`config.mk`:
```
export PLATFORM = sky130hd
export DESIGN_NAME = asram_host
export DESIGN_NICKNAME = d
export VERILOG_FILES = /design/src/asram_pkg.sv /design/src/asram_sync.sv /design/src/asram_host.sv
export SDC_FILE = /design/constraint.sdc
export NUM_CORES = 1
export LEC_CHECK = 0
export BUFFER_PORTS_ARGS = -buffer_cell sky130_fd_sc_hd__buf_4
export CAP_MARGIN = 40
export CORE_ASPECT_RATIO = 0.6
export CORE_MARGIN = 2
export CORE_UTILIZATION = 45
export CTS_CLUSTER_DIAMETER = 200
export CTS_CLUSTER_SIZE = 10
export DETAILED_ROUTE_END_ITERATION = 12
export PLACE_DENSITY = 0.76
export RECOVER_POWER = 25
export SYNTH_ARGS = -nofsm -noshare
export SYNTH_HDL_FRONTEND = slang
export SYNTH_SLANG_ARGS = --single-unit
```
`constraint.sdc`:
```
create_clock -name clk -period 4.51 [get_ports clk]
set_input_delay 1.1275 -clock clk [delete_from_list [all_inputs] [get_ports clk]]
set_output_delay 1.1275 -clock clk [all_outputs]
set_load 0.1 [all_outputs]
```
`src/asram_pkg.sv`:
```
// asram_pkg: constants for the host controller of a 128K x 8 asynchronous static memory.
// assumes a 40 MHz system clock; timings are those of the slowest speed grade.
`default_nettype none
package asram_pkg;
  localparam int unsigned ADDR_W      = 17;
  localparam int unsigned DATA_W      = 8;
  localparam int unsigned CLK_PS      = 25000;
  // timing in picoseconds
  localparam int unsigned T_RC_PS     = 45000;
  localparam int unsigned T_WP_PS     = 25000;
  localparam int unsigned T_WC_PS     = 45000;
  localparam int unsigned T_HZ_PS     = 18000;
  localparam int unsigned RD_CYC      = (T_RC_PS + CLK_PS - 1) / CLK_PS;
  localparam int unsigned WP_CYC      = (T_WP_PS + CLK_PS - 1) / CLK_PS;
  localparam int unsigned WC_CYC      = (T_WC_PS + CLK_PS - 1) / CLK_PS;
  localparam int unsigned HZ_CYC      = (T_HZ_PS + CLK_PS - 1) / CLK_PS;
  localparam logic [3:0]  CNT_ZERO    = 4'h0;
  // software register map
  localparam logic [3:0]  REG_ADDR    = 4'h0;
  localparam logic [3:0]  REG_WDATA   = 4'h4;
  localparam logic [3:0]  REG_CMD     = 4'h8;
  localparam logic [3:0]  REG_STATUS  = 4'hC;
  localparam int unsigned CMD_RD_BIT  = 0;
  localparam int unsigned CMD_WR_BIT  = 1;
  localparam logic [31:0] RESET_WORD  = 32'h00000000;
  typedef enum logic [2:0] {
    ASRAM_IDLE, ASRAM_READ, ASRAM_WRITE, ASRAM_TURN
  } asram_state_e;
endpackage
`default_nettype wire

```
`src/asram_sync.sv`:
```
// asram_sync: two-flop synchroniser for the returning data lines.
// assumes the input is asynchronous to clk.
`timescale 1ns/100ps
`default_nettype none
module asram_sync #(
  parameter int unsigned W = 8
) (
  input  wire logic         clk,
  input  wire logic         rst,
  input  wire logic [W-1:0] din,
  output logic      [W-1:0] dout
);
  logic [W-1:0] meta_q;
  always_ff @(posedge clk) begin
    if (rst) begin
      meta_q <= '0;
      dout   <= '0;
    end else begin
      meta_q <= din;
      dout   <= meta_q;
    end
  end
endmodule // asram_sync
`default_nettype wire

```
`src/asram_host.sv`:
```
// asram_host: host controller driving a 128K x 8 asynchronous memory over its pins.
// assumes a software port on clk and a memory without clock or reset.
//
// How it works
// - a write stores the data lines while write strobe and low select are low, high select high.
// - the host holds the write strobe high for the whole of any read.
// - writes start and end on the strobe; data is taken only while select and strobe overlap.
// - the host makes the address valid no later than the last select becomes active.
`timescale 1ns/100ps
`default_nettype none
module asram_host (
  input  wire logic        clk,
  input  wire logic        rst,
  input  wire logic [3:0]  sw_addr,
  input  wire logic [31:0] sw_wdata,
  input  wire logic        sw_wr,
  input  wire logic        sw_rd,
  output logic      [31:0] sw_rdata,
  output logic      [16:0] word_address_lines,
  output logic             select_low_active_n,
  output logic             select_high_active,
  output logic             write_strobe_n,
  output logic             output_enable_n,
  input  wire logic [7:0]  shared_data_lines_in,
  output logic      [7:0]  shared_data_lines_out,
  output logic             shared_data_lines_oe_n
);
  // ---------------------------------------------------------------
  // registers and state
  // ---------------------------------------------------------------
  asram_pkg::asram_state_e state_q;
  logic [16:0] addr_q;
  logic [7:0]  wdata_q;
  logic [7:0]  rdata_q;
  logic [3:0]  cnt_q;
  logic        busy_q;
  logic        done_q;
  logic        sel_q;
  logic [7:0]  din_sync;
  logic        start_rd;
  logic        start_wr;

  asram_sync #(.W(asram_pkg::DATA_W)) u_sync (
    .clk  (clk),
    .rst  (rst),
    .din  (shared_data_lines_in),
    .dout (din_sync)
  );

  function automatic logic [3:0] cyc4(input int unsigned n);
    cyc4 = n[3:0];
  endfunction

  assign start_rd = sw_wr && (sw_addr == asram_pkg::REG_CMD)
                    && sw_wdata[asram_pkg::CMD_RD_BIT] && !busy_q;
  assign start_wr = sw_wr && (sw_addr == asram_pkg::REG_CMD)
                    && sw_wdata[asram_pkg::CMD_WR_BIT]
                    && !sw_wdata[asram_pkg::CMD_RD_BIT] && !busy_q;

  // ---------------------------------------------------------------
  // software registers
  // ---------------------------------------------------------------
  always_ff @(posedge clk) begin
    if (rst) begin
      addr_q  <= '0;
      wdata_q <= '0;
    end else if (sw_wr && !busy_q) begin
      if (sw_addr == asram_pkg::REG_ADDR) begin
        addr_q <= sw_wdata[16:0];
      end
      if (sw_addr == asram_pkg::REG_WDATA) begin
        wdata_q <= sw_wdata[7:0];
      end
    end
  end

  always_ff @(posedge clk) begin
    if (rst) begin
      sw_rdata <= asram_pkg::RESET_WORD;
    end else if (sw_rd) begin
      case (sw_addr)
        asram_pkg::REG_ADDR:   sw_rdata <= {15'h0000, addr_q};
        asram_pkg::REG_WDATA:  sw_rdata <= {24'h000000, wdata_q};
        asram_pkg::REG_STATUS: sw_rdata <= {22'h000000, done_q, busy_q, rdata_q};
        default:               sw_rdata <= asram_pkg::RESET_WORD;
      endcase
    end else begin
      sw_rdata <= asram_pkg::RESET_WORD;
    end
  end

  // ---------------------------------------------------------------
  // access sequencer
  // ---------------------------------------------------------------
  always_ff @(posedge clk) begin
    if (rst) begin
      state_q <= asram_pkg::ASRAM_IDLE;
      cnt_q   <= asram_pkg::CNT_ZERO;
      busy_q  <= 1'b0;
      done_q  <= 1'b0;
      rdata_q <= '0;
    end else begin
      case (state_q)
        asram_pkg::ASRAM_IDLE: begin
          if (start_rd) begin
            state_q <= asram_pkg::ASRAM_READ;
            // two extra cycles cover the input synchroniser
            cnt_q   <= cyc4(asram_pkg::RD_CYC + 2);
            busy_q  <= 1'b1;
            done_q  <= 1'b0;
          end else if (start_wr) begin
            state_q <= asram_pkg::ASRAM_WRITE;
            cnt_q   <= cyc4(asram_pkg::WC_CYC);
            busy_q  <= 1'b1;
            done_q  <= 1'b0;
          end
        end
        asram_pkg::ASRAM_READ: begin
          if (cnt_q == asram_pkg::CNT_ZERO) begin
            rdata_q <= din_sync;
            state_q <= asram_pkg::ASRAM_TURN;
            cnt_q   <= cyc4(asram_pkg::HZ_CYC);
          end else begin
            cnt_q <= cnt_q - 4'h1;
          end
        end
        asram_pkg::ASRAM_WRITE: begin
          if (cnt_q == asram_pkg::CNT_ZERO) begin
            state_q <= asram_pkg::ASRAM_TURN;
            cnt_q   <= cyc4(asram_pkg::HZ_CYC);
          end else begin
            cnt_q <= cnt_q - 4'h1;
          end
        end
        asram_pkg::ASRAM_TURN: begin
          // bus turnaround lets the memory release the data lines
          if (cnt_q == asram_pkg::CNT_ZERO) begin
            state_q <= asram_pkg::ASRAM_IDLE;
            busy_q  <= 1'b0;
            done_q  <= 1'b1;
          end else begin
            cnt_q <= cnt_q - 4'h1;
          end
        end
        default: state_q <= asram_pkg::ASRAM_IDLE;
      endcase
    end
  end

  // ---------------------------------------------------------------
  // pin drivers
  // ---------------------------------------------------------------
  always_ff @(posedge clk) begin
    if (rst) begin
      sel_q                  <= 1'b0;
      write_strobe_n         <= 1'b1;
      output_enable_n        <= 1'b1;
      shared_data_lines_oe_n <= 1'b1;
      shared_data_lines_out  <= '0;
      word_address_lines     <= '0;
    end else begin
      // address set a cycle before select and held through the access
      if (state_q == asram_pkg::ASRAM_IDLE) begin
        word_address_lines <= addr_q;
      end
      sel_q <= (state_q == asram_pkg::ASRAM_READ) ||
               (state_q == asram_pkg::ASRAM_WRITE);
      // strobe low only strictly inside select, over WP cycles
      write_strobe_n <= !((state_q == asram_pkg::ASRAM_WRITE) &&
                          (cnt_q <= cyc4(asram_pkg::WP_CYC)) &&
                          (cnt_q != asram_pkg::CNT_ZERO));
      output_enable_n <= !(state_q == asram_pkg::ASRAM_READ);
      shared_data_lines_oe_n <= !(state_q == asram_pkg::ASRAM_WRITE);
      shared_data_lines_out  <= wdata_q;
    end
  end

  assign select_low_active_n = !sel_q;
  assign select_high_active  = sel_q;
endmodule // asram_host
`default_nettype wire

```
After elaboration in Yosys (flattened, before gate mapping)
Index checks and enable logic that the tools add are counted.
- register bits after elaboration: 119
- input bits: 48
- output and inout port bits: 62
- add/sub/neg operators: 1
- $lt $le $gt $ge: 1
- eq/ne operators: 10
- mux-type cells: 19
- bitwise operators: 1
- reduce and logical (&&, ||, !) cells: 30
- operators with widths (kind ; count):
    one-hot mux 17 bit (3 select lines) ; 1
    two-way mux 4 bit ; 4
    two-way mux 3 bit ; 4
    one-hot mux 4 bit (3 select lines) ; 1
    logical AND 1 bit ; 9
    one-hot mux 3 bit (3 select lines) ; 1
    AND reduction 3 bit ; 3
    == test 4 bit, second input constant ; 2
    zero test 4 bit ; 2
    == test 3 x 2 -> 1 bit, second input constant ; 2
    zero test 1 bit ; 6
    two-way mux 1 bit ; 6
    AND reduction 2 bit ; 3
    == test 4 x 3 -> 1 bit, second input constant ; 1
    less-or-equal comparator 4 x 1 -> 1 bit, second input constant ; 1
    != test 2 bit, second input constant ; 2
    one-hot mux 1 bit (2 select lines) ; 2
    nonzero test 4 bit ; 1
    OR reduction 2 bit ; 2
    subtractor 4 x 1 -> 4 bit, second input constant ; 1
    == test 3 x 1 -> 1 bit, second input constant ; 1
    zero test 3 bit ; 1
    != test 3 bit, second input constant ; 1
    nonzero test 3 bit ; 1
    other kinds (4) ; 4

Logic depth before layout (Yosys ltp)
Gate-level depths: netlist of the first run.
- word-level depth: 8
- mapped depth: 7

Cells and area by module
A second synthesis of the first run with hierarchy kept.
- cells, all modules: 413
- area, all modules: 3982.6 um^2
- modules (own cells, without submodules) (module ; instances ; cells an instance ; area each (um^2) ; sequential area each (um^2)):
    asram_host ; 1 ; 380 ; 3518.4 ; 1741.7
    asram_sync ; 1 ; 33 ; 464.2 ; 320.3

Worst setup path before layout of the first run
Ideal clock, no wire load.
- path type: reg-to-output
- start: reg sel_q (netlist: select_high_active)
- end: out select_low_active_n
- data arrival time: 1610 ps
- data required time: 3383 ps
- slack: 1772 ps
- cell stages (with the launch flop): 2
- buffers on the path: 0
- path through: dfxtp_1 -> inv_1
- cells in the longest elaborated chain, start to end: 1
- ends and longest elaborated chain (item ; line ; source):
    start, declared ; asram_host.sv:38 ; logic sel_q;
    start signal, assigned ; asram_host.sv:166 ; sel_q <= (state_q == asram_pkg::ASRAM_READ) ||
    zero test 1 bit ; asram_host.sv:178 ; assign select_low_active_n = !sel_q;
    end, declared ; asram_host.sv:20 ; output logic select_low_active_n,
Every way passes these cells.

Final worst setup path of the first run
- start: in rst
- end: reg sw_rdata[13]
- cells in the longest elaborated chain, start to end: 1
- ends and longest elaborated chain (item ; line ; source):
    start, declared ; asram_host.sv:13 ; input wire logic rst,
    OR reduction 2 bit (no source line) ; n/a ;
    end signal, assigned ; asram_host.sv:79 ; sw_rdata <= asram_pkg::RESET_WORD;
    end signal, assigned ; asram_host.sv:82 ; asram_pkg::REG_ADDR: sw_rdata <= {15'h0000, addr_q};
    end signal, assigned ; asram_host.sv:83 ; asram_pkg::REG_WDATA: sw_rdata <= {24'h000000, wdata_q};
    end, declared ; asram_host.sv:18 ; output logic [31:0] sw_rdata,
Every way passes these cells.
A chain may end at the register's enable or synchronous reset.

==> metrics, run 1 <==
Num CTS Buffers 9; actual slew at the worst max-slew pin 940 ps; clk buf depth 2; chip width 125 um; starting density of the core 46.3%; status complete, no violations; Largest stage delay, worst path 900 ps; hold path cells 2; fraction of registers with async set/reset 0%; DR DRC count 0; Worst Hold Endpoint rdata_q[0]; CP endpoint kind flop; Tot Pwr 0.00186 W; Max H-tree Level 3; post-synth cell types 43; VDD IR max 0.261 mV; Layout Nets 536; Final Instance Area 0.00481 mm^2; top-area cell type share of the netlist area 52.4%; synth warn 0; DR vias 2948; full die area 0.00953 mm^2; remaining antenna violation count 0; Clock Pin Slew Worst Setup and Hold Paths 60 ps; power per cell area 387 mW/mm^2; data arrival time of the worst path 3280 ps; Post-Place Cell Area 0.00452 mm^2; FF-to-FF Start cnt_q[0]; WL/cell 13.9 um; # rows 26; vias in the first global route 2748; crit path cell chain buf_4 -> or4b_2 -> nor3_1 -> and2_1; CTS Sinks 103; IO Port Bufs 79; sequential share of the synthesized area 52.4%; Syn Inst Count 415; P&R area growth vs syn 22.3%; final setup vio count 0; CTS tree yes; Final period util 66.3%; Via density 4.93; hold slack 440 ps; initial antenna violation count 0; Final Skew 7.30 ps; Yosys reg bits 103; RSZ-0062 raised after global routing false; Slew Viols, Final 0; worst reg-to-reg path cell count 6; clk_lat worst skew 350 ps; crit path max-delay cell type or4b_2; TritonRoute pass-1 iters 7; Crit path required time 4800 ps; first-pass GRT wire length 13800 um; Synth Area per Inst 9.48 um^2; post-synth design cell area 0.00393 mm^2; Diodes inserted 0; worst hold path startpoint u_sync.dout[0]; critical path class in -> reg; CP Launch Type primary input; number of synthesized flops with an enable pin 0; Placed Cells 582; layout cell share with drive strength beyond 1 22.6%; largest net degree at the start of global routing 89; # Post-CTS Setup Buffers 0; Post-CTS Hold Buffers 0; leading area contributor after synthesis dfxtp_1; clk root buf clkbuf_16; P_leak 2.09 nW; grt ovf 0; I/O pin cnt 110; RePlAce Congestion 0.785; First DRT Iteration DRCs 262; HP Class reg -> reg; most frequent cells in the layout dfxtp_1, buf_4, nand2_1, nor2_1, a21oi_1; Synth Flop Type dfxtp_1; Synth area leaders dfxtp_1, mux2i_1, nand2_1, a21oi_1, nor2b_1; CP delay by family, top simple AND/OR/NAND/NOR gates; FMAX 335 MHz; most common cell after layout, fill and taps aside dfxtp_1; fin cells 598; crit path buf inv count 1; Final Hold Fails 0; post-DP HPWL 5750 um; normalized max-slew margin 37.2%; Reg2Reg Setup Slack 2260 ps; core box area 0.00849 mm^2; CP max FO 88; routed wire length 8280 um; Die Ht 76.4 um; total negative slack 0 ps; MaxCap Viol Count 0; Period minus WS final 2990 ps; worst r2r dst rdata_q[7]; Resize count post-CTS 0; Total GRT Usage 18.1%
-- cell usage after synthesis (all sizes together) (3+ instances only) --
cell / instances
nand2: 58
inv: 6
nand3: 4
nand2b: 6
dfxtp: 103
and2: 8
nand3b: 3
a22oi: 8
mux2: 8
clkbuf: 15
nor3: 4
nor2b: 27
a21oi: 36
nor2: 40
o21ai: 8
mux2i: 26
buf: 24
ha: 7
-- final cells by class --
type | count | area, um^2
Clock buffer | 11 | 233
Clock inverter | 5 | 63.8
Fill cell | 758 | 3680
Inverter | 6 | 22.5
Multi-Input combinational cell | 281 | 1690
Sequential cell | 103 | 2060
Tap cell | 112 | 140
Timing Repair Buffer | 80 | 601
-- report_power, final --
| part | total [W] | switching (W) | leakage, nW | internal, W |
|---|---|---|---|---|
| registers | 0.000929 | 0.00000641 | 0.834 | 0.000922 |
| clock network | 0.000777 | 0.000340 | 0.141 | 0.000436 |
| logic | 0.000155 | 0.000116 | 1.12 | 0.0000392 |
| total | 0.00186 | 0.000463 | 2.09 | 0.00140 |
-- sequential cells by signal, indices dropped and copies added, names as in the netlist, 2 cells and up --
register               cells
addr_q                    17
cnt_q                      4
rdata_q                    8
shared_data_lines_out      8
state_q                    2
sw_rdata                  17
u_sync.dout                8
u_sync.meta_q              8
wdata_q                    8
word_address_lines        17
-- cells by family after synthesis --
kind of cell / Yosys count / share of synthesized area, %
simple gates: 160 / 20.0
compound gates: 65 / 10.4
buf+inv: 45 / 5.95
other cells: 1 / 0.0953
flops: 103 / 52.4
mux: 34 / 8.91
fa+ha+maj: 7 / 2.23
-- per-layer routing --
metal  GRT usage (%)  wire length, um  up-vias
met5               0                0        -
met4            4.04               85        0
met3            8.50              610        6
met2            27.5             3660       78
met1            23.7             3920     1380
li1                -                -     1484
-- worst min-delay path, delay by kind of cell, from the launching register on --
kind               cells  cell delay (ps)
and+or+nand+nor        1               50
DFF                    1              300
AOI/OAI and AO/OA      1               50
-- through the flow --
stage	utilization (%)	setup slack (ps)
after detailed placement	53.2	1160
after global placement	53.2	1220
after floorplan	-	1770
after CTS	56.7	1530
after global routing	56.7	1380
final	56.7	1520
-- how the worst max path moves through the flow --
stage	startpoint	endpoint	slack, ps	depth (start not counted)
global placement	rst	sw_rdata[16]	1220	4
CTS	rst	sw_rdata[10]	1530	4
finish	rst	sw_rdata[13]	1520	4
floorplan	select_high_active	select_low_active_n	1770	1
global route	rst	sw_rdata[10]	1380	4
detailed placement	rst	sw_rdata[10]	1160	4
Power figures use the tool's default switching activity.
==> run 2, diff against run 1 <==
ABC_AREA = 1   (was default)
PLACE_DENSITY = 0.8   (was 0.76)
clock period = 2.4 ns   (was 4.51 ns; I/O delays follow)
==> run 2 against run 1 <==
  * Global-route usage is 2.1 points higher
  * Final cell count is 9.9% higher
  * Clock skew is 0.88 ps lower
  * Total power grew to 2.8 times the previous value
  * Combinational power grew to 12 times the previous value
  * Via count is 9.8% higher
  * Routed wire length is 8.0% higher
  * Setup slack worse by 1000 ps
  * Hold slack worse by 37 ps
  * Critical path depth is 1 higher
  * First-iteration DRC count is 5.3% higher
  * Utilization is 1.9 points higher
==> metrics, run 2 <==
routed wire length 8950 um (+8.0%); actual slew at the worst max-slew pin 956 ps (+15.9 ps); FMAX 524 MHz; RSZ-0062 raised after global routing false; top flop regs addr_q (17), sw_rdata (17), word_address_lines (17); Max H-tree Level 3 (unchanged); synth warn 0 (unchanged); FF-to-FF Start cnt_q[0]; Period minus WS final 1910 ps; First DRT Iteration DRCs 276 (+5.3%); met3 Use GR 8.26% (-0.24 points); sequential share of the synthesized area 54.2% (+1.8 points); I/O pin cnt 110 (unchanged); Reg2Reg Setup Slack 550 ps (-1710 ps); CTS tree yes; clk root buf clkbuf_16; most common cell after layout, fill and taps aside dfxtp_1; CP endpoint kind flop; status complete, no violations; Crit. Startpoint rst; starting density of the core 47.3% (+0.98 points); VDD IR max 0.620 mV (+140%); critical path class in -> reg; CP max FO 57 (-35%); worst hold path startpoint u_sync.meta_q[0]; data arrival time of the worst path 2190 ps (-1090 ps); HP Class reg -> reg; vias in the first global route 2811 (+2.3%); Slew Viols, Final 0 (unchanged); DR DRC count 0 (unchanged); Crit path required time 2680 ps (-2120 ps); post-synth design cell area 0.00380 mm^2 (-3.3%); IO Port Bufs 79 (unchanged); post-DP HPWL 6480 um (+13%); Via density 4.93 (about the same); first-pass GRT wire length 14000 um (+1.5%); most frequent cells in the layout dfxtp_1, buf_4, inv_1, nor2_1, o21ai_0; total negative slack 0 ps (unchanged); CTS Sinks 103 (unchanged); met1 Track Usage GR 28.3% (+4.6 points); area of the multi-input gates 0.00133 mm^2 (-22%); full die area 0.00923 mm^2 (-3.2%); Syn Inst Count 471 (+13%); clk buf depth 2 (unchanged); grt peak-use layer met2; Synth Area per Inst 8.08 um^2 (-15%); commonest cells in the netlist dfxtp_1, inv_1, nor2_1; Resize count post-CTS 0 (unchanged); layout cell share with drive strength beyond 1 18.8% (-3.9 points); Final Hold Fails 0 (unchanged); MaxCap Viol Count 0 (unchanged); remaining antenna violation count 0 (unchanged); Synth Flop Type dfxtp_1; leading area contributor after synthesis dfxtp_1; Setup WS pre-CTS 467 ps (-697 ps); chip width 123 um (-1.6%); Die Ht 75.2 um (-1.6%); Post-CTS Hold Buffers 0 (unchanged); Layout Nets 599 (+12%); TritonRoute pass-1 iters 8 (+1); Synth area leaders dfxtp_1, inv_1, o21ai_0, a21oi_1, nor2_1; count leader, synth dfxtp_1; number of synthesized flops with an enable pin 0 (unchanged); grt ovf 0 (unchanged); Placed Cells 641 (+10%); top-area cell type share of the netlist area 54.2% (+1.8 points); Total GRT Usage 20.2% (+2.1 points); # rows 25 (-3.8%); Layout Utilization 58.6% (+1.9 points); post-route setup slack 492 ps (-1030 ps); largest net degree at the start of global routing 58 (-35%); Diodes inserted 0 (unchanged); sequential cell area 0.00206 mm^2 (unchanged); Final period util 79.5%; clk_lat worst skew 350 ps (about the same); fill cell count 691 (-8.8%); post-synth cell types 25 (-42%); Clock Pin Slew Worst Setup and Hold Paths 70 ps (about the same); Num CTS Buffers 9 (unchanged); WL/cell 13.6 um (-1.7%); Final Skew 6.41 ps (-0.884 ps); CP Launch Type primary input; initial antenna violation count 0 (unchanged); # Post-CTS Setup Buffers 0 (unchanged); fin cells 657 (+9.9%); P_leak 2.11 nW (+0.71%); normalized max-slew margin 36.3% (-0.93 points); DR vias 3237 (+9.8%); power per cell area 1110 mW/mm^2 (+190%); P&R area growth vs syn 23.7%; fraction of registers with async set/reset 0% (unchanged); core box area 0.00804 mm^2 (-5.3%); Yosys reg bits 103 (unchanged); final setup vio count 0 (unchanged); met2 GRT Util 28.8% (+1.3 points); RePlAce Congestion 0.908 (+16%)
==> run 2: power breakdown <==
part           total, W  internal, W  switching (W)
sequential      0.00199      0.00188       0.000102
clock           0.00144     0.000815       0.000629
combinational   0.00180     0.000393        0.00141
total           0.00523      0.00309        0.00214
==> run 2: logic make-up (layout without fill, tap and decap cells) <==
kind of cell,count (synthesis),in the layout,share of synthesized area (%)
other,1,15,0.0986
XOR/XNOR,2,2,0.461
buffers and inverters,108,172,12.3
AO/OA/AOI/OAI,111,111,15.4
flip-flops,103,103,54.2
adder cells (fa/ha/maj),7,7,2.30
AND/OR/NAND/NOR,139,139,15.2
==> run 2: final timing paths <==
path / endpoint / depth (start not counted)
worst max register to register: rdata_q[6] / 7
worst max-delay path: rdata_q[6] / 5
worst min register to register: u_sync.dout[0] / 2
worst min-delay path: u_sync.dout[0] / 2
==> run 2: layout make-up <==
| class | count | area share [%] |
|---|---|---|
| well taps | 108 | 2.87 |
| clock inverters | 6 | 1.46 |
| multi-input cells | 274 | 28.1 |
| flip-flops and latches | 103 | 43.8 |
| clock buffers | 10 | 4.86 |
| inverters | 74 | 5.90 |
| repair buffers | 82 | 12.9 |
==> run 2: critical path, cell delays in order <==
cell	delay [ps]
buf_4	210
inv_1	100
clkbuf_2	710
o21ai_0	330
a21oi_1	190
==> run 2: routing by layer <==
layer | routed length, um | vias to the layer above
li1 | - | 1604
met1 | 4160 | 1501
met2 | 3870 | 120
met3 | 839 | 12
met4 | 77 | 0
met5 | 0 | -
==> run 2: metrics by stage <==
| stage | cell area (um^2) | power [W] | hold WS (ps) |
|---|---|---|---|
| after detailed placement | 4420 | 0.00380 | 397 |
| final | 4710 | 0.00523 | 403 |
| after floorplan | 3860 | 0.00342 | 388 |
| after global routing | 4710 | 0.00547 | 414 |
| after CTS | 4720 | 0.00524 | 402 |
| after global placement | 4420 | 0.00376 | 393 |
